## config.mk

```make
export PLATFORM = sky130hd
export DESIGN_NAME = rtc_core
export DESIGN_NICKNAME = d
export VERILOG_FILES = /design/src/logic/rtc_pkg.sv /design/src/logic/rtc_core.sv
export SDC_FILE = /design/constraint.sdc
export NUM_CORES = 1
export LEC_CHECK = 0
export BUFFER_PORTS_ARGS = -buffer_cell sky130_fd_sc_hd__buf_2
export CAP_MARGIN = 30
export CORE_AREA = 10 10 140 142
export DETAILED_ROUTE_END_ITERATION = 8
export DIE_AREA = 0 0 150 152
export PLACE_DENSITY = 0.8
export SLEW_MARGIN = 25
export SYNTH_ARGS = -nofsm -noshare
export SYNTH_HDL_FRONTEND = slang
export SYNTH_SLANG_ARGS = --single-unit
export TNS_END_PERCENT = 1
```

## constraint.sdc

```tcl
create_clock -name sys_clk -period 12.2 [get_ports sys_clk]
set_clock_uncertainty 0.05 [all_clocks]
set_input_delay 0.61 -clock sys_clk [delete_from_list [all_inputs] [get_ports sys_clk]]
set_output_delay 0.61 -clock sys_clk [all_outputs]
set_load 0.01 [all_outputs]
```

## src/logic/rtc_pkg.sv

```systemverilog
// Constants, bus carrier and state layout of the BCD clock calendar.
// Assumes one 125 MHz system clock; the host bus pins are asynchronous.
`default_nettype none
package rtc_pkg;
   // ==========================================================
   // Timing
   localparam int unsigned CLK_HZ = 125_000_000;
   localparam int unsigned TICK_HZ = 10;
   localparam int PRE_W = 24;
   localparam int ICNT_W = 10;
   // ==========================================================
   // Register locations
   localparam logic [3:0] A_CTRL = 4'h0;
   localparam logic [3:0] A_TENTH = 4'h1;
   localparam logic [3:0] A_SEC_U = 4'h2;
   localparam logic [3:0] A_SEC_T = 4'h3;
   localparam logic [3:0] A_MIN_U = 4'h4;
   localparam logic [3:0] A_MIN_T = 4'h5;
   localparam logic [3:0] A_HR_U = 4'h6;
   localparam logic [3:0] A_HR_T = 4'h7;
   localparam logic [3:0] A_DAY_U = 4'h8;
   localparam logic [3:0] A_DAY_T = 4'h9;
   localparam logic [3:0] A_MON_U = 4'hA;
   localparam logic [3:0] A_MON_T = 4'hB;
   localparam logic [3:0] A_YR_U = 4'hC;
   localparam logic [3:0] A_YR_T = 4'hD;
   localparam logic [3:0] A_WDAY = 4'hE;
   localparam logic [3:0] A_SETUP = 4'hF;
   // ==========================================================
   // Field positions
   localparam int CTL_TEST = 3;
   localparam int CTL_CLK_STOP = 2;
   localparam int CTL_INT_SEL = 1;
   localparam int CTL_INT_STOP = 0;
   localparam int ST_DCHG = 3;
   localparam int ST_IFLAG = 0;
   localparam int CS_MODE24 = 0;
   localparam int CS_PM = 1;
   localparam int CS_LEAP_LO = 2;
   localparam int CS_LEAP_HI = 3;
   localparam int IR_REPEAT = 3;
   localparam int IR_CODE_W = 3;
   // ==========================================================
   // Digit limits and masks
   localparam logic [3:0] ZERO = 4'h0;
   localparam logic [3:0] FIRST = 4'h1;
   localparam logic [3:0] BCD_LAST = 4'h9;
   localparam logic [3:0] SIX_LAST = 4'h5;
   localparam logic [3:0] HR24_T_LAST = 4'h2;
   localparam logic [3:0] HR24_U_LAST = 4'h3;
   localparam logic [3:0] HR12_T = 4'h1;
   localparam logic [3:0] HR12_U_TOP = 4'h2;
   localparam logic [3:0] HR12_U_PRE = 4'h1;
   localparam logic [3:0] WDAY_LAST = 4'h7;
   localparam logic [7:0] MON_LAST = 8'h12;
   localparam logic [7:0] DAY_FIRST = 8'h01;
   localparam logic [3:0] HT12_MASK = 4'h1;
   localparam logic [3:0] HT24_MASK = 4'h3;
   localparam logic [3:0] CTL_RST = 4'h5;
   // ==========================================================
   // Carriers and state
   typedef struct packed {
      logic cs_n;
      logic rd_n;
      logic wr_n;
      logic [3:0] addr;
      logic [3:0] data;
   } bus_in_t;
   localparam bus_in_t BUS_IDLE = '{cs_n: 1'b1, rd_n: 1'b1, wr_n: 1'b1, addr: 4'h0, data: 4'h0};
   typedef struct packed {
      bus_in_t s1;
      bus_in_t s2;
      bus_in_t wcap;
      logic rs;
      logic ws;
      logic ctl_rd;
      logic [15:0][3:0] tm;
      logic [3:0] ctl;
      logic [3:0] setup;
      logic [3:0] irq;
      logic dchg;
      logic iflag;
      logic ipend;
      logic [PRE_W-1:0] pre;
      logic [PRE_W-1:0] ipre;
      logic [ICNT_W-1:0] icnt;
      logic [3:0] dout;
      logic oe;
      logic irq_n;
   } rtc_state_t;
   localparam rtc_state_t ST_RST = '{s1: BUS_IDLE, s2: BUS_IDLE, wcap: BUS_IDLE, ctl: CTL_RST,
                                     irq_n: 1'b1, default: '0};
   // ==========================================================
   // Interval period in tenths of a second.
   function automatic logic [ICNT_W-1:0] period(input logic [IR_CODE_W-1:0] code);
      case (code)
         3'h1: period = 10'h001;
         3'h2: period = 10'h005;
         3'h3: period = 10'h00A;
         3'h4: period = 10'h032;
         3'h5: period = 10'h064;
         3'h6: period = 10'h12C;
         3'h7: period = 10'h258;
         default: period = 10'h000;
      endcase
   endfunction
   // Last day of a BCD month.
   function automatic logic [7:0] month_days(input logic [7:0] mon, input logic leap);
      case (mon)
         8'h02: month_days = leap ? 8'h29 : 8'h28;
         8'h04, 8'h06, 8'h09, 8'h11: month_days = 8'h30;
         default: month_days = 8'h31;
      endcase
   endfunction
endpackage
`default_nettype wire

```

## src/logic/rtc_core.sv

```systemverilog
// BCD clock calendar with interval timer behind a 4-bit strobed bus.
// Assumes host pins are asynchronous and idle high; the bus is
// released when the read strobe ends.
//
// Behaviour
// Seconds digits writable, all seconds readable.
// 12-hour tens-of-hours reads one bit.
// 24-hour: two hour-tens bits, PM reads 0.
// Units of hours always four bits.
// Setup bit 0 picks 12 or 24 hours.
// PM toggles rolling 11:59 to 12:00.
// Day limit from month and leap count.
// Years count 00 to 99, read/write.
// Weekday 1 to 7 advances at midnight.
// Sixteen locations; 0 split, 1 read-only.
// Select bit routes location F; timing continues.
// Two-bit leap counter advances at new year.
// Host loads years since last leap year.
// Host writes hour mode, PM separately.
// Whole clock setup register is readable.
// Low three bits choose interval period.
// Bit 3 picks single or repeated interrupts.
// Code zero clears output, sets stop bit.
// Repeats stay locked to first timeout.
// Clock stop bit clears tenths counter.
// All time digits advance on tick.
// Control write bit 1 is select bit.
// Counters hold BCD digits.
// Timeout interrupts; single stops, repeated restarts.
// Months 01..12 carry into years, leap.
`timescale 1ns/1ps
`default_nettype none
module rtc_core #(
   parameter int unsigned TICK_CYCLES = rtc_pkg::CLK_HZ / rtc_pkg::TICK_HZ
) (
   input wire logic sys_clk,
   input wire logic rst,
   input wire logic ce,
   input wire logic cs_n,
   input wire logic rd_n,
   input wire logic wr_n,
   input wire logic [3:0] register_select_lines,
   input wire logic [3:0] bus_data_lines_in,
   output logic [3:0] bus_data_lines_out,
   output logic bus_data_lines_oe,
   output logic irq_n
);
   // ==========================================================
   // State
   rtc_pkg::rtc_state_t st;
   rtc_pkg::rtc_state_t nx;
   rtc_pkg::bus_in_t pin;
   logic rs;
   logic ws;
   logic commit;
   logic rs_rise;
   logic rs_fall;
   logic tick;
   logic itick;
   logic irun;
   logic tmo;
   logic day_roll;
   logic mon_roll;

   // 4-bit BCD step: carry out and next digit.
   function automatic logic [4:0] bump(input logic [3:0] d, input logic [3:0] last);
      bump = (d == last) ? {1'b1, rtc_pkg::ZERO} : {1'b0, d + 4'h1};
   endfunction

   assign pin = '{cs_n: cs_n, rd_n: rd_n, wr_n: wr_n, addr: register_select_lines,
                  data: bus_data_lines_in};
   assign rs = !st.s2.cs_n && !st.s2.rd_n;
   assign ws = !st.s2.cs_n && !st.s2.wr_n;
   // Writes take effect when the write strobe ends, as on the pins.
   assign commit = st.ws && !ws;
   assign rs_rise = rs && !st.rs;
   assign rs_fall = st.rs && !rs;
   // Common tick
   assign tick = st.pre == rtc_pkg::PRE_W'(TICK_CYCLES - 1);
   // The interval prescaler restarts with the timer, so the first timeout is
   // not off by a part of a tick as it would be on the free-running one.
   // Phase from start
   assign itick = st.ipre == rtc_pkg::PRE_W'(TICK_CYCLES - 1);
   assign irun = !st.ctl[rtc_pkg::CTL_INT_STOP] && (st.irq[rtc_pkg::IR_CODE_W-1:0] != '0);
   // Period decode
   assign tmo = itick && irun &&
                (st.icnt == rtc_pkg::period(st.irq[rtc_pkg::IR_CODE_W-1:0]) - 10'h001);

   // ==========================================================
   // Next state
   always_comb begin
      logic c;
      logic [3:0] a;
      logic [3:0] d;
      c = 1'b0;
      a = st.wcap.addr;
      d = st.wcap.data;
      nx = st;
      day_roll = 1'b0;
      mon_roll = 1'b0;
      nx.s1 = pin;
      nx.s2 = st.s1;
      nx.rs = rs;
      nx.ws = ws;
      nx.oe = rs;
      if (ws) begin
         nx.wcap = st.s2;
      end
      nx.pre = tick ? '0 : st.pre + 1'b1;

      // Tick advance
      if (tick && !st.ctl[rtc_pkg::CTL_CLK_STOP]) begin
         // BCD carry chain
         {c, nx.tm[rtc_pkg::A_TENTH]} = bump(st.tm[rtc_pkg::A_TENTH], rtc_pkg::BCD_LAST);
         if (c) begin
            {c, nx.tm[rtc_pkg::A_SEC_U]} = bump(st.tm[rtc_pkg::A_SEC_U], rtc_pkg::BCD_LAST);
         end
         if (c) begin
            {c, nx.tm[rtc_pkg::A_SEC_T]} = bump(st.tm[rtc_pkg::A_SEC_T], rtc_pkg::SIX_LAST);
         end
         if (c) begin
            {c, nx.tm[rtc_pkg::A_MIN_U]} = bump(st.tm[rtc_pkg::A_MIN_U], rtc_pkg::BCD_LAST);
         end
         if (c) begin
            {c, nx.tm[rtc_pkg::A_MIN_T]} = bump(st.tm[rtc_pkg::A_MIN_T], rtc_pkg::SIX_LAST);
         end
         // Hour counting mode
         if (c && st.setup[rtc_pkg::CS_MODE24]) begin
            if (st.tm[rtc_pkg::A_HR_T] == rtc_pkg::HR24_T_LAST &&
                st.tm[rtc_pkg::A_HR_U] == rtc_pkg::HR24_U_LAST) begin
               nx.tm[rtc_pkg::A_HR_T] = rtc_pkg::ZERO;
               nx.tm[rtc_pkg::A_HR_U] = rtc_pkg::ZERO;
            end else begin
               {c, nx.tm[rtc_pkg::A_HR_U]} = bump(st.tm[rtc_pkg::A_HR_U], rtc_pkg::BCD_LAST);
               if (c) begin
                  nx.tm[rtc_pkg::A_HR_T] = st.tm[rtc_pkg::A_HR_T] + 4'h1;
               end
               c = 1'b0;
            end
         end else if (c) begin
            c = 1'b0;
            if (st.tm[rtc_pkg::A_HR_T] == rtc_pkg::HR12_T &&
                st.tm[rtc_pkg::A_HR_U] == rtc_pkg::HR12_U_TOP) begin
               nx.tm[rtc_pkg::A_HR_T] = rtc_pkg::ZERO;
               nx.tm[rtc_pkg::A_HR_U] = rtc_pkg::FIRST;
            end else if (st.tm[rtc_pkg::A_HR_T] == rtc_pkg::HR12_T &&
                         st.tm[rtc_pkg::A_HR_U] == rtc_pkg::HR12_U_PRE) begin
               nx.tm[rtc_pkg::A_HR_U] = rtc_pkg::HR12_U_TOP;
               // Noon and midnight flip
               nx.setup[rtc_pkg::CS_PM] = !st.setup[rtc_pkg::CS_PM];
               c = st.setup[rtc_pkg::CS_PM];
            end else begin
               {c, nx.tm[rtc_pkg::A_HR_U]} = bump(st.tm[rtc_pkg::A_HR_U], rtc_pkg::BCD_LAST);
               if (c) begin
                  nx.tm[rtc_pkg::A_HR_T] = rtc_pkg::HR12_T;
               end
               c = 1'b0;
            end
         end
         day_roll = c;
         if (c) begin
            // Weekday at midnight
            nx.tm[rtc_pkg::A_WDAY] = (st.tm[rtc_pkg::A_WDAY] == rtc_pkg::WDAY_LAST) ?
                                     rtc_pkg::FIRST : st.tm[rtc_pkg::A_WDAY] + 4'h1;
            // Month length limit
            if ({st.tm[rtc_pkg::A_DAY_T], st.tm[rtc_pkg::A_DAY_U]} ==
                rtc_pkg::month_days({st.tm[rtc_pkg::A_MON_T], st.tm[rtc_pkg::A_MON_U]},
                                    st.setup[rtc_pkg::CS_LEAP_HI:rtc_pkg::CS_LEAP_LO] == 2'h0)) begin
               {nx.tm[rtc_pkg::A_DAY_T], nx.tm[rtc_pkg::A_DAY_U]} = rtc_pkg::DAY_FIRST;
            end else begin
               {c, nx.tm[rtc_pkg::A_DAY_U]} = bump(st.tm[rtc_pkg::A_DAY_U], rtc_pkg::BCD_LAST);
               if (c) begin
                  nx.tm[rtc_pkg::A_DAY_T] = st.tm[rtc_pkg::A_DAY_T] + 4'h1;
               end
               c = 1'b0;
            end
         end
         if (c) begin
            // Month wrap
            if ({st.tm[rtc_pkg::A_MON_T], st.tm[rtc_pkg::A_MON_U]} == rtc_pkg::MON_LAST) begin
               {nx.tm[rtc_pkg::A_MON_T], nx.tm[rtc_pkg::A_MON_U]} = rtc_pkg::DAY_FIRST;
            end else begin
               {c, nx.tm[rtc_pkg::A_MON_U]} = bump(st.tm[rtc_pkg::A_MON_U], rtc_pkg::BCD_LAST);
               if (c) begin
                  nx.tm[rtc_pkg::A_MON_T] = st.tm[rtc_pkg::A_MON_T] + 4'h1;
               end
               c = 1'b0;
            end
         end
         mon_roll = c;
         if (c) begin
            // Leap counter step
            nx.setup[rtc_pkg::CS_LEAP_HI:rtc_pkg::CS_LEAP_LO] =
               st.setup[rtc_pkg::CS_LEAP_HI:rtc_pkg::CS_LEAP_LO] + 2'h1;
            // Years wrap 99 to 00
            {c, nx.tm[rtc_pkg::A_YR_U]} = bump(st.tm[rtc_pkg::A_YR_U], rtc_pkg::BCD_LAST);
            if (c) begin
               {c, nx.tm[rtc_pkg::A_YR_T]} = bump(st.tm[rtc_pkg::A_YR_T], rtc_pkg::BCD_LAST);
            end
         end
         // A tick inside a status read leaves the changed flag alone.
         if (!st.ctl_rd) begin
            nx.dchg = 1'b1;
         end
      end
      // Tenths held clear
      if (st.ctl[rtc_pkg::CTL_CLK_STOP]) begin
         nx.tm[rtc_pkg::A_TENTH] = rtc_pkg::ZERO;
      end

      // ==========================================================
      // Interval timer, counted in ticks so repeats never drift.
      // Timer independent of select
      if (!irun) begin
         nx.ipre = '0;
         nx.icnt = '0;
      end else begin
         nx.ipre = itick ? '0 : st.ipre + 1'b1;
         if (itick) begin
            // Restart from exact timeout
            nx.icnt = tmo ? '0 : st.icnt + 1'b1;
         end
      end
      if (tmo) begin
         // Timeout raises interrupt
         // A timeout at the very start of a status read is held back too,
         // or the end of that read would clear a flag that it never showed.
         if (st.ctl_rd || (rs_rise && st.s2.addr == rtc_pkg::A_CTRL)) begin
            nx.ipend = 1'b1;
         end else begin
            nx.iflag = 1'b1;
         end
         // Single mode halts
         if (!st.irq[rtc_pkg::IR_REPEAT]) begin
            nx.ctl[rtc_pkg::CTL_INT_STOP] = 1'b1;
         end
      end

      // ==========================================================
      // Read side: data is latched at strobe start and held.
      if (rs_rise) begin
         nx.ctl_rd = st.s2.addr == rtc_pkg::A_CTRL;
         // Read decode
         if (st.s2.addr == rtc_pkg::A_CTRL) begin
            nx.dout = '0;
            nx.dout[rtc_pkg::ST_DCHG] = st.dchg;
            nx.dout[rtc_pkg::ST_IFLAG] = st.iflag;
         end else if (st.s2.addr == rtc_pkg::A_HR_T) begin
            // Hour tens mask
            nx.dout = st.tm[rtc_pkg::A_HR_T] &
                      (st.setup[rtc_pkg::CS_MODE24] ? rtc_pkg::HT24_MASK : rtc_pkg::HT12_MASK);
         end else if (st.s2.addr == rtc_pkg::A_SETUP) begin
            // Full setup readback
            nx.dout = st.ctl[rtc_pkg::CTL_INT_SEL] ? st.irq : st.setup;
         end else begin
            // Plain digits
            nx.dout = st.tm[st.s2.addr];
         end
      end
      if (rs_fall) begin
         nx.ctl_rd = 1'b0;
         if (st.ctl_rd) begin
            // A timeout caught during the read lands now.
            nx.dchg = 1'b0;
            nx.iflag = st.ipend || tmo;
            nx.ipend = 1'b0;
         end
      end

      // ==========================================================
      // Write side
      if (commit) begin
         // Write decode
         if (a == rtc_pkg::A_CTRL) begin
            // Select and stop bits
            nx.ctl = d;
            if (d[rtc_pkg::CTL_CLK_STOP]) begin
               nx.tm[rtc_pkg::A_TENTH] = rtc_pkg::ZERO;
            end
         end else if (a == rtc_pkg::A_SETUP) begin
            if (st.ctl[rtc_pkg::CTL_INT_SEL]) begin
               nx.irq = d;
               // Code zero disables
               if (d[rtc_pkg::IR_CODE_W-1:0] == '0) begin
                  nx.ctl[rtc_pkg::CTL_INT_STOP] = 1'b1;
                  nx.iflag = 1'b0;
                  nx.ipend = 1'b0;
               end
            end else begin
               nx.setup = d;
               // PM forced in 24h
               if (d[rtc_pkg::CS_MODE24]) begin
                  nx.setup[rtc_pkg::CS_PM] = 1'b0;
               end
            end
         end else if (a != rtc_pkg::A_TENTH) begin
            // Digit write
            nx.tm[a] = d;
         end
      end
      nx.irq_n = !nx.iflag;
   end

   always_ff @(posedge sys_clk or posedge rst) begin
      if (rst) begin
         st <= rtc_pkg::ST_RST;
      end else if (ce) begin
         st <= nx;
      end
   end

   assign bus_data_lines_out = st.dout;
   assign bus_data_lines_oe = st.oe;
   assign irq_n = st.irq_n;
endmodule
`default_nettype wire

```

Word-level counts from Yosys, hierarchy flattened
Cells that the tools add are included.
{"block": "word_totals", "ff_bits": 175, "in_bits": 14}
{"block": "classes", "magnitude_cmp": 3, "eq_ne": 38, "n_reduce_logical": 42, "n_mux": 112, "n_addsub": 19, "bitwise": 4}
{"op": "60-bit 2-to-1 mux", "n": 2}
{"op": "4-bit 2-to-1 mux", "n": 26}
{"op": "8-bit 2-to-1 mux", "n": 12}
{"op": "72-bit 2-to-1 mux", "n": 1}
{"op": "10-bit case mux with 7 select lines", "n": 1}
{"op": "64-bit bitwise mux", "n": 1}
{"op": "4-bit by 1-bit adder with 4-bit output, second input constant", "n": 14}
{"op": "56-bit 2-to-1 mux", "n": 1}
{"op": "52-bit 2-to-1 mux", "n": 1}
{"op": "24-bit by 1-bit adder with 24-bit output, second input constant", "n": 2}
{"op": "24-bit == test, second input constant", "n": 2}
{"op": "24-bit 2-to-1 mux", "n": 2}
{"op": "5-bit 2-to-1 mux", "n": 9}
{"op": "4-bit == test, second input constant", "n": 10}
{"op": "1-bit 2-to-1 mux", "n": 37}
{"op": "34-bit 2-to-1 mux", "n": 1}
{"op": "10-bit 2-to-1 mux", "n": 2}
{"op": "4-bit binary-select mux with 4-bit select", "n": 1}
{"op": "4-bit demux with 4-bit select", "n": 1}
{"op": "4-bit by 3-bit == test with 1-bit output, second input constant", "n": 4}
{"op": "8-bit by 3-bit == test with 1-bit output, second input constant", "n": 2}
{"op": "8-bit by 5-bit == test with 1-bit output, second input constant", "n": 2}
{"op": "2-bit 2-to-1 mux", "n": 8}
{"op": "1-bit logical AND", "n": 15}
{"op": "other kinds (32)", "n": 61}

Depth between registers and ports, before layout
Gate-level depths: netlist of run 1.
{"block": "logic_depth", "depth_word": 29, "mapped_depth": 12}

Least setup slack after synthesis of run 1
No wires, ideal clock.
{"block": "synth_path", "path_kind": "reg-to-reg", "startpoint": "reg st[45] (netlist bit)", "endpoint": "reg st[125] (netlist bit)", "stages_incl_launch_ff": 9, "path_slack_ps": 9007, "t_arrival_ps": 3015, "required_time_ps": 12021, "path_cell_list": "dfrtp_1 > or4b_1 > or4_4 > or3_1 > buf_6 > nor3_4 > a21boi_4 > a31oi_1 > a2111o_1"}
{"block": "synth_between", "elab_chain_cells": 8}
{"element": "from (decl)", "line_no": "rtc_core.sv:50", "source": "rtc_pkg::rtc_state_t st;"}
{"element": "from (signal assigned)", "line_no": "rtc_core.sv:306", "source": "st <= rtc_pkg::ST_RST;"}
{"element": "from (signal assigned)", "line_no": "rtc_core.sv:308", "source": "st <= nx;"}
{"element": "24-bit == test *", "line_no": "rtc_core.sv:79", "source": "assign tick = st.pre == rtc_pkg::PRE_W'(TICK_CYCLES - 1);"}
{"element": "1-bit logical AND *", "line_no": "rtc_core.sv:112", "source": "if (tick && !st.ctl[rtc_pkg::CTL_CLK_STOP]) begin"}
{"element": "56-bit 2-to-1 mux *", "line_no": "rtc_core.sv:112"}
{"element": "64-bit bitwise mux", "line_no": "rtc_core.sv:298", "source": "nx.tm[a] = d;"}
{"element": "60-bit 2-to-1 mux", "line_no": "rtc_core.sv:296", "source": "end else if (a != rtc_pkg::A_TENTH) begin"}
{"element": "60-bit 2-to-1 mux", "line_no": "rtc_core.sv:280", "source": "end else if (a == rtc_pkg::A_SETUP) begin"}
{"element": "52-bit 2-to-1 mux", "line_no": "rtc_core.sv:274", "source": "if (a == rtc_pkg::A_CTRL) begin"}
{"element": "72-bit 2-to-1 mux *", "line_no": "rtc_core.sv:272", "source": "if (commit) begin"}
Every way passes the cells marked *; elsewhere a longest branch is shown, timed or not.
A chain may end at the register's enable or synchronous reset.

Final worst setup path of run 1
Ends and elaborated chain as after synthesis.

==> results.sh, run 1 <==
export IMPL_status="finished clean"
export IMPL_synth_edf_count=0
export IMPL_fin_nets=1205
export IMPL_viasPerCell=6.72
export IMPL_slew_headroom_pct=37.4
export IMPL_instances_no_fill=1410
export IMPL_p_per_area_mw_per_mm2=175
export IMPL_grt_ovfl_total=0
export IMPL_clk_pin_slew_ns=0.07
export IMPL_peakVddDrop_v=0.000122
export IMPL_setup_tns_ns=0
export IMPL_clkSinkCount=170
export IMPL_syn_inst=1197
export IMPL_setup_violations=0
export IMPL_ys_warn_count=0
export IMPL_synth_distinct_cells=74
export IMPL_drtIter0Drc=1244
export IMPL_grt_pass1_wl_um=45400
export IMPL_ys_top_cells_by_area="dfrtp_1 (37%), nand2_1 (4.4%), mux2_2 (4.2%), nor2_1 (3.4%), mux4_2 (3.4%)"
export IMPL_crit_fanout=10
export IMPL_wl_met1_um=12100
export IMPL_period_minus_slack_ns=3.65
export IMPL_yosysTopAreaCell="dfrtp_1"
export IMPL_holdWs_ns=0.211
export IMPL_antenna_found_initial=0
export IMPL_post_cts_resized=0
export IMPL_avgSynthCellArea_um2=8.98
export IMPL_die_area_mm2=0.0228
export IMPL_routedWlPerCell_um=19.8
export IMPL_grtUsageTotal_pct=24.2
export IMPL_rows=48
export IMPL_hold_viol_final=0
export IMPL_slew_violations=0
export IMPL_ios=20
export IMPL_crit_path_end_kind="register"
export IMPL_die_w_um=150
export IMPL_start_kind="register"
export IMPL_drtPass1Iterations=7
export IMPL_path_buf_inv=0
export IMPL_num_antenna_cells=0
export IMPL_ant_nets=0
export IMPL_cp_arrival_ns=3.92
export IMPL_dp_cells=1377
export IMPL_num_vias=9482
export IMPL_cp_required_ns=12.47
export IMPL_grt_pass1_vias=8564
export IMPL_dr_max_layer_used="met4"
export IMPL_clkLatencyLatePin_ns=0.45
export IMPL_period_share_pct=29.9
export IMPL_cts_setup_buffers=0
export IMPL_wl_met3_um=2390
export IMPL_wl_met2_um=12500
export IMPL_syn_nets=1230
export IMPL_die_h_um=152
export IMPL_globalplace_congestion=0.958
export IMPL_synthFlopType="dfrtp_1"
export IMPL_ctsHoldBuffers=0
export IMPL_clock_path_buffers=2
export IMPL_max_freq_ghz=0.274
export IMPL_syn_to_final_growth_pct=7.51
export IMPL_drive_gt1_share_pct=12.3
export IMPL_maxCapViolCount=0
export IMPL_pre_cts_slack_ns=8.67
export IMPL_synth_seq_cells=170
export IMPL_wl_um=27900
export IMPL_cts_buffers=17
export IMPL_rsz0062_at_grt="false"
export IMPL_start_util_pct=63.5
export IMPL_rrSetupSlack_ns=8.55
export IMPL_worst_pin_slew_ns=0.927
export IMPL_p_total_mw=2.03
export IMPL_hold_path_class="in -> async"
export IMPL_synth_area_mm2=0.0108
export IMPL_placed_area_mm2=0.0109
export IMPL_critPathMaxStageDelay_ns=0.59
export IMPL_port_buffer_count=19
export IMPL_crit_family="simple AND/OR/NAND/NOR gates"
export IMPL_yosysTopAreaCellShare_pct=37.5
export IMPL_drc=0
export IMPL_grt_max_degree=74
export IMPL_synthTopCellsByCount="dfrtp_1 (161), nand2_1 (127), nor2_1 (98)"
export IMPL_ctsHtreeMaxLevel=4
export IMPL_synth_most_common_cell="dfrtp_1"
export IMPL_clock_root_buffer="clkbuf_16"
export IMPL_crit_type="reg -> reg"
export IMPL_cts_tree="done"
export IMPL_yosysSeqAreaShare_pct=39.7
export IMPL_final_core_util_pct=68.2
export IMPL_core_area_mm2=0.0169
export IMPL_stdcell_area_mm2=0.0116
export IMPL_crit_chain="or4b_1, or4_4, or3_1, nor3_4, a21boi_4, a31oi_1, a2111o_1"
export IMPL_slowest_stage="or3_1"
export IMPL_layout_setup_ws_ns=8.55
export IMPL_power_leakage_nw=4.71
export IMPL_ys_async_sr_fraction_pct=100
export IMPL_hpwl_um=19000
-- worst register-to-register path, delay by kind of cell, from the launching register on --
| kind | cells | cell delay [ns] |
|---|---|---|
| flip-flops | 1 | 0.44 |
| AO/OA/AOI/OAI | 3 | 0.99 |
| AND/OR/NAND/NOR | 4 | 2.05 |
-- layout by cell type, fill, tap and decap left out, drive strengths merged, types with 12 or more instances in the layout --
cell	Yosys	layout
a21o	14	14
a21oi	56	56
a31oi	14	14
and3	15	15
buf	16	31
clkbuf	60	19
dfrtp	161	161
ha	19	19
inv	37	43
mux2	40	40
mux2i	18	18
mux4	16	16
nand2	127	127
nand2b	24	24
nand3	61	61
nand4	30	30
nor2	98	98
nor2b	12	12
nor3	33	33
nor4	15	15
o21ai	71	71
o22ai	18	18
o31ai	15	15
or3	16	16
xnor2	21	21
xor2	23	23
-- state kept, by name, summed over array words and instances (netlist names) --
name                count
irq_n                   1
bus_data_lines_out      4
nx                     11
bus_data_lines_oe       1
st                    153
-- metal layers --
layer  vias up  track usage [%]
met2       506             36.3
li1       4369                -
met3        98             4.72
met4         0             8.06
met5         -                0
met1      4509             34.4
-- kinds of logic (layout without fill, tap and decap cells) --
kind of cell               count (synthesis)  count (layout)  synth area share, %
adders and majority gates                 19              19                 2.21
xor gates and xnor gates                  44              44                 3.58
AOI/OAI and AO/OA                        274             274                 16.7
and+or+nand+nor                          503             503                 24.4
muxes                                     74              74                 9.22
buffers and inverters                    113             101                 4.15
DFF                                      170             170                 39.7
-- path summary, 6_finish.rpt --
check                           cells past startpoint  endpoint   start
worst max-delay path                                7   st[125]  st[45]
worst min-delay path                                2    st[27]     rst
worst max register to register                      7   st[125]  st[45]
worst min register to register                      0    st[80]  st[80]
max in group asynchronous                           3   st[164]     rst
min in group sys_clk                                0    st[80]  st[80]
-- power breakdown --
group / total, mW / leakage [nW] / internal [mW] / switching [mW]
Combinational: 0.539 / 2.33 / 0.250 / 0.289
Sequential: 0.916 / 2.07 / 0.685 / 0.230
Clock: 0.572 / 0.306 / 0.316 / 0.256
Total: 2.03 / 4.71 / 1.25 / 0.775
-- layout make-up --
cell class / instances / area (µm²)
timing repair buffer: 32 / 200
sequential: 170 / 4270
clock buffer: 18 / 439
fill: 1359 / 5380
tap: 225 / 282
clock inverter: 14 / 183
multi-input combinational: 914 / 6050
inverter: 37 / 144
Power figures use the tool's default switching activity.
==> run 2, diff against run 1 <==
Settings changed: ABC_AREA from default to 1, CORE_AREA 10 10 140 142 to 10 10 150 152, DIE_AREA 0 0 150 152 to 0 0 160 162, PLACE_DENSITY 0.8 to 0.76.
Clock period 12.2 ns to 3.19 ns, I/O delays scaled along.
==> run 2 against run 1 <==
  * The run now ends with negative hold slack left
  * Die area grew 14%
  * Register-to-register slack worse by 8.0 ns
  * Clock power rose to 3.6 times the previous value
  * Combinational power increased to 3.5 times the previous value
  * Via count grew 13%
  * Sequential share of layout area decreased by 2.1 points
  * Cell count up 34%
  * Critical path depth up 5
  * First-iteration DRC count shrank 20%
  * Global-route usage fell by 1.0 points
  * Hold slack lost 0.38 ns
  * Critical path type unchanged
==> results.sh, run 2 <==
export IMPL_drtIter0Drc=991
export IMPL_ios=20
export IMPL_core_area_mm2=0.0194
export IMPL_cp_arrival_ns=2.93
export IMPL_layout_setup_ws_ns=0.526
export IMPL_clkLatencyLatePin_ns=0.44
export IMPL_n_fill_cell=1785
export IMPL_crit_top_cell="nor2_1"
export IMPL_hold_path_class="in -> async"
export IMPL_grt_pass1_wl_um=49900
export IMPL_synth_area_mm2=0.0112
export IMPL_yosysSeqAreaShare_pct=38.1
export IMPL_yosysTopAreaCellShare_pct=36.0
export IMPL_power_leakage_nw=5.59
export IMPL_drtPass1Iterations=7
export IMPL_most_common_layout_cells="nand2_1 (353), inv_1 (221), o21ai_0 (184), dfrtp_1 (161), nor2_1 (142)"
export IMPL_syn_inst=1602
export IMPL_die_w_um=160
export IMPL_crit_family="simple AND/OR/NAND/NOR gates"
export IMPL_start_kind="register"
export IMPL_setup_violations=0
export IMPL_die_h_um=162
export IMPL_path_buf_inv=2
export IMPL_wl_um=30300
export IMPL_period_minus_slack_ns=2.66
export IMPL_port_buffer_count=19
export IMPL_routedWlPerCell_um=16.0
export IMPL_ant_nets=0
export IMPL_grt_max_degree=171
export IMPL_die_area_mm2=0.0259
export IMPL_synthTopCellsByCount="nand2_1 (353), inv_1 (223), o21ai_0 (184)"
export IMPL_num_antenna_cells=0
export IMPL_pre_cts_slack_ns=0.551
export IMPL_maxCapViolCount=0
export IMPL_synth_edf_count=0
export IMPL_syn_to_final_growth_pct=9.47
export IMPL_grt_ovfl_total=0
export IMPL_violations="negative hold slack"
export IMPL_cp_required_ns=3.45
export IMPL_slew_headroom_pct=34.0
export IMPL_start_util_pct=57.7
export IMPL_slowest_stage="dfrtp_1"
export IMPL_peakVddDrop_v=0.000429
export IMPL_synth_most_common_cell="nand2_1"
export IMPL_globalplace_congestion=0.971
export IMPL_viasPerCell=5.67
export IMPL_period_share_pct=83.5
export IMPL_synth_seq_cells=170
export IMPL_clk_pin_slew_ns=0.08
export IMPL_num_vias=10700
export IMPL_max_freq_ghz=0.375
export IMPL_grt_pass1_vias=9822
export IMPL_crit_path_end_kind="register"
export IMPL_drc=0
export IMPL_clock_path_buffers=2
export IMPL_fin_nets=1649
export IMPL_dp_cells=1851
export IMPL_largest_reg_flops=153
export IMPL_setup_tns_ns=0
export IMPL_ctsHtreeMaxLevel=4
export IMPL_post_cts_resized=0
export IMPL_rows=51
export IMPL_final_core_util_pct=63.2
export IMPL_cts_buffers=17
export IMPL_antenna_found_initial=0
export IMPL_grtUsageTotal_pct=23.2
export IMPL_status="finished, violations left"
export IMPL_top_register="st"
export IMPL_critPathMaxStageDelay_ns=0.45
export IMPL_rsz0062_at_grt="false"
export IMPL_worst_pin_slew_ns=0.989
export IMPL_crit_fanout=7
export IMPL_crit_type="reg -> reg"
export IMPL_instances_no_fill=1894
export IMPL_hpwl_um=21400
export IMPL_drive_gt1_share_pct=8.59
export IMPL_p_per_area_mw_per_mm2=564
export IMPL_crit_chain="inv_1, nand2_1, nor2_1, inv_1, ha_1, xnor2_1, nor3_1, nand4_1, nor2_1, nand3_1, a21oi_1, nor2_1"
export IMPL_syn_nets=1635
export IMPL_ys_warn_count=0
export IMPL_synth_distinct_cells=53
export IMPL_hold_viol_final=59
export IMPL_yosysTopAreaCell="dfrtp_1"
export IMPL_clock_root_buffer="clkbuf_16"
export IMPL_slew_violations=0
export IMPL_ys_top_cells_by_area="dfrtp_1 (36%), nand2_1 (12%), o21ai_0 (8.2%), inv_1 (7.5%), nor2_1 (4.8%)"
export IMPL_clkSinkCount=170
export IMPL_holdWs_ns=-0.166
export IMPL_synthFlopType="dfrtp_1"
export IMPL_final_common_cell="nand2_1"
export IMPL_ys_async_sr_fraction_pct=100
export IMPL_cts_tree="done"
export IMPL_avgSynthCellArea_um2=6.99
[run 2: cell count changes in the layout (fill, tap and decap cells not counted), moves of 15 or more]
cell,delta
inv_1,+185
mux2i_1,-17
a21oi_1,+24
nor2_1,+44
nand2b_1,-24
and3_1,-15
o21ai_0,+114
mux4_2,-16
nand3_1,+41
mux2_2,-40
inv_2,+15
or3_1,-15
nand2_1,+226
[run 2: layout make-up]
cell class                      instances  area (µm²)  area share, %
Clock buffer                           17         425           3.47
Clock inverter                         15         149           1.21
Inverter                              239         906           7.39
Multi-Input combinational cell       1139        5810           47.4
Sequential cell                       170        4270           34.8
Tap cell                              265         332           2.70
Timing Repair Buffer                   49         375           3.06
[run 2: logic make-up (layout without fill, tap and decap cells)]
| family | count (synthesis) | after routing | share of synthesized area (%) |
|---|---|---|---|
| DFF | 170 | 170 | 38.1 |
| xor gates and xnor gates | 41 | 41 | 3.21 |
| muxes | 1 | 1 | 0.0894 |
| and+or+nand+nor | 735 | 735 | 29.6 |
| AOI/OAI and AO/OA | 343 | 343 | 16.8 |
| buffers and inverters | 293 | 320 | 10.1 |
| adders and majority gates | 19 | 19 | 2.12 |
[run 2: per-layer routing]
layer / global-route usage [%] / part of all wire (%)
met1: 31.9 / 46
met2: 36.9 / 45
met3: 3.97 / 7.1
met4: 6.76 / 2.1
met5: 0 / 0
[run 2: final timing paths]
| check | slack, ns | startpoint | to | cells past startpoint |
|---|---|---|---|---|
| worst max-delay path | 0.53 | st[69] | st[12] | 12 |
| worst min-delay path | -0.17 | rst | st[91] | 3 |
| worst max register to register | 0.53 | st[69] | st[12] | 12 |
| worst min register to register | 0.33 | st[82] | st[82] | 0 |
| max in group asynchronous | 2.44 | rst | st[108] | 3 |
| min in group sys_clk | 0.08 | ce | st[120] | 3 |
[run 2: report_power, final]
group | leakage (nW) | internal [mW] | switching (mW) | total [mW]
sequential | 2.20 | 2.52 | 0.460 | 2.98
combinational | 3.12 | 0.635 | 1.25 | 1.89
clock | 0.280 | 1.04 | 1.00 | 2.04
[run 2: metrics by stage]
stage,power [mW],area (µm²)
after CTS,6.89,12300
after detailed placement,4.84,11600
after global routing,7.34,12300
after floorplan,4.28,11200
final,6.91,12300
after global placement,4.79,11600
[run 2: repair_timing]
| action | in CTS | in global routing |
|---|---|---|
| hold buffers | 11 | 0 |
| buffers inserted | 0 | 0 |
| hold endpoints to repair | 11 | 0 |
[run 2: worst register-to-register path: cells and delay by family (launching register included)]
family | cells | cell delay, ns
XOR/XNOR | 1 | 0.13
adder cells (fa/ha/maj) | 1 | 0.30
flip-flops | 1 | 0.45
AO/OA/AOI/OAI | 1 | 0.40
AND/OR/NAND/NOR | 7 | 0.96
buffers and inverters | 2 | 0.24
==> run 3, diff against run 2 <==
Settings changed: CORE_AREA 10 10 150 152 to 10 10 144 146, DIE_AREA 0 0 160 162 to 0 0 154 156, PLACE_DENSITY 0.76 to 0.79.
Clock period 3.19 ns to 2.8 ns, I/O delays scaled along.
==> run 3 against run 2 <==
  * The flow now finishes without violations
  * Sequential cell count is the same
  * Maximum frequency grew 4.5%
  * Setup slack lost 0.28 ns
  * Combinational power grew 15%
  * Critical path type unchanged
  * Die area shrank 7.3%
  * Highest routed layer unchanged
==> results.sh, run 3 (same netlist as run 2, synthesis figures left out) <==
export IMPL_grt_ovfl_total=0
export IMPL_period_share_pct=91.1
export IMPL_grt_max_degree=79
export IMPL_clk_pin_slew_ns=0.07
export IMPL_ant_nets=0
export IMPL_die_h_um=156
export IMPL_max_freq_ghz=0.392
export IMPL_slowest_stage="dfrtp_1"
export IMPL_port_buffer_count=19
export IMPL_wl_um=30800
export IMPL_peakVddDrop_v=0.000537
export IMPL_routedWlPerCell_um=16.5
export IMPL_worst_pin_slew_ns=0.797
export IMPL_crit_family="simple AND/OR/NAND/NOR gates"
export IMPL_critPathMaxStageDelay_ns=0.45
export IMPL_crit_type="reg -> reg"
export IMPL_drive_gt1_share_pct=9.04
export IMPL_drtPass1Iterations=8
export IMPL_antenna_found_initial=0
export IMPL_p_total_mw=7.94
export IMPL_setup_violations=0
export IMPL_most_common_layout_cells="nand2_1 (353), inv_1 (221), o21ai_0 (184), dfrtp_1 (161), nor2_1 (142)"
export IMPL_hold_path_class="in -> reg"
export IMPL_grt_pass1_wl_um=51100
export IMPL_die_w_um=154
export IMPL_globalplace_congestion=0.974
export IMPL_period_minus_slack_ns=2.55
export IMPL_rows=49
export IMPL_viasPerCell=5.85
export IMPL_cts_setup_buffers=0
export IMPL_die_area_mm2=0.0240
export IMPL_n_fill_cell=1540
export IMPL_crit_path_end_kind="register"
export IMPL_start_kind="register"
export IMPL_drc=0
export IMPL_cts_buffers=17
export IMPL_grtUsageTotal_pct=25.6
export IMPL_dp_cells=1822
export IMPL_clock_root_buffer="clkbuf_16"
export IMPL_ios=20
export IMPL_p_per_area_mw_per_mm2=645
export IMPL_status="finished clean"
export IMPL_final_common_cell="nand2_1"
export IMPL_start_util_pct=62.8
export IMPL_clkLatencyLatePin_ns=0.45
export IMPL_slew_headroom_pct=46.9
export IMPL_top_register="st"
export IMPL_holdWs_ns=0.0640
export IMPL_cp_arrival_ns=2.89
export IMPL_grt_pass1_vias=10100
export IMPL_core_area_mm2=0.0178
export IMPL_hold_viol_final=0
export IMPL_instances_no_fill=1866
export IMPL_crit_fanout=7
export IMPL_placed_area_mm2=0.0116
export IMPL_fin_nets=1657
export IMPL_stdcell_area_mm2=0.0123
export IMPL_crit_top_cell="nand2_1"
export IMPL_power_leakage_nw=5.65
export IMPL_pre_cts_slack_ns=0.182
export IMPL_path_buf_inv=2
export IMPL_clkSinkCount=170
export IMPL_cts_tree="done"
export IMPL_largest_reg_flops=153
export IMPL_syn_to_final_growth_pct=9.95
export IMPL_rsz0062_at_grt="false"
export IMPL_num_vias=10900
export IMPL_drtIter0Drc=1196
export IMPL_cp_required_ns=3.14
export IMPL_layout_setup_ws_ns=0.251
export IMPL_num_antenna_cells=0
export IMPL_ctsHtreeMaxLevel=4
export IMPL_clock_path_buffers=2
export IMPL_setup_tns_ns=0
export IMPL_maxCapViolCount=0
export IMPL_crit_chain="inv_1, nand2_1, nor2_1, inv_1, ha_1, xnor2_1, nor3_1, nand4_1, nor2_1, nand3_1, o21ai_0, nand2_1, nand2_1"
export IMPL_final_core_util_pct=69.0
export IMPL_hpwl_um=22200
export IMPL_slew_violations=0
-- run 3: cell types whose count changed in the layout (fill, tap and decap cells not counted), sizes merged --
| cell | previous run | this run |
|---|---|---|
| clkinvlp | 2 | 1 |
| clkbuf | 17 | 18 |
| inv | 243 | 244 |
| dlygate4sd3 | 11 | 12 |
| clkinv | 9 | 8 |
| buf | 38 | 45 |
-- run 3: where the power goes --
part	leakage, nW	internal, mW	switching (mW)
combinational	3.16	0.733	1.44
clock	0.289	1.21	1.16
sequential	2.20	2.88	0.524
-- run 3: final cells by class --
cell class	count	area, µm²	share of cell area, %
Clock buffer	18	439	3.57
Clock inverter	14	148	1.20
Inverter	239	906	7.36
Multi-Input combinational cell	1139	5820	47.3
Sequential cell	170	4270	34.6
Tap cell	229	287	2.33
Timing Repair Buffer	57	450	3.66
-- run 3: timing repair --
action	in CTS	in global routing
setup endpoints to repair	0	6
gates resized for setup	0	2
endpoints found under the hold margin	34	0
hold buffers	12	0
-- run 3: path summary, 6_finish.rpt --
check	slack (ns)	from	endpoint	depth (start not counted)
min reg2reg	0.33	st[81]	st[81]	0
min in group asynchronous	0.28	rst	st[90]	3
min	0.06	ce	st[16]	2
max reg2reg	0.25	st[69]	st[65]	13
max in group asynchronous	1.62	rst	st[77]	4
max	0.25	st[69]	st[65]	13
-- run 3: routing by layer --
layer / global-route usage, % / vias up / part of all wire [%]
li1: - / 5333 / -
met1: 34.5 / 5063 / 44
met2: 40.6 / 468 / 46
met3: 5.46 / 56 / 8.0
met4: 7.06 / 0 / 2.0
met5: 0 / - / 0
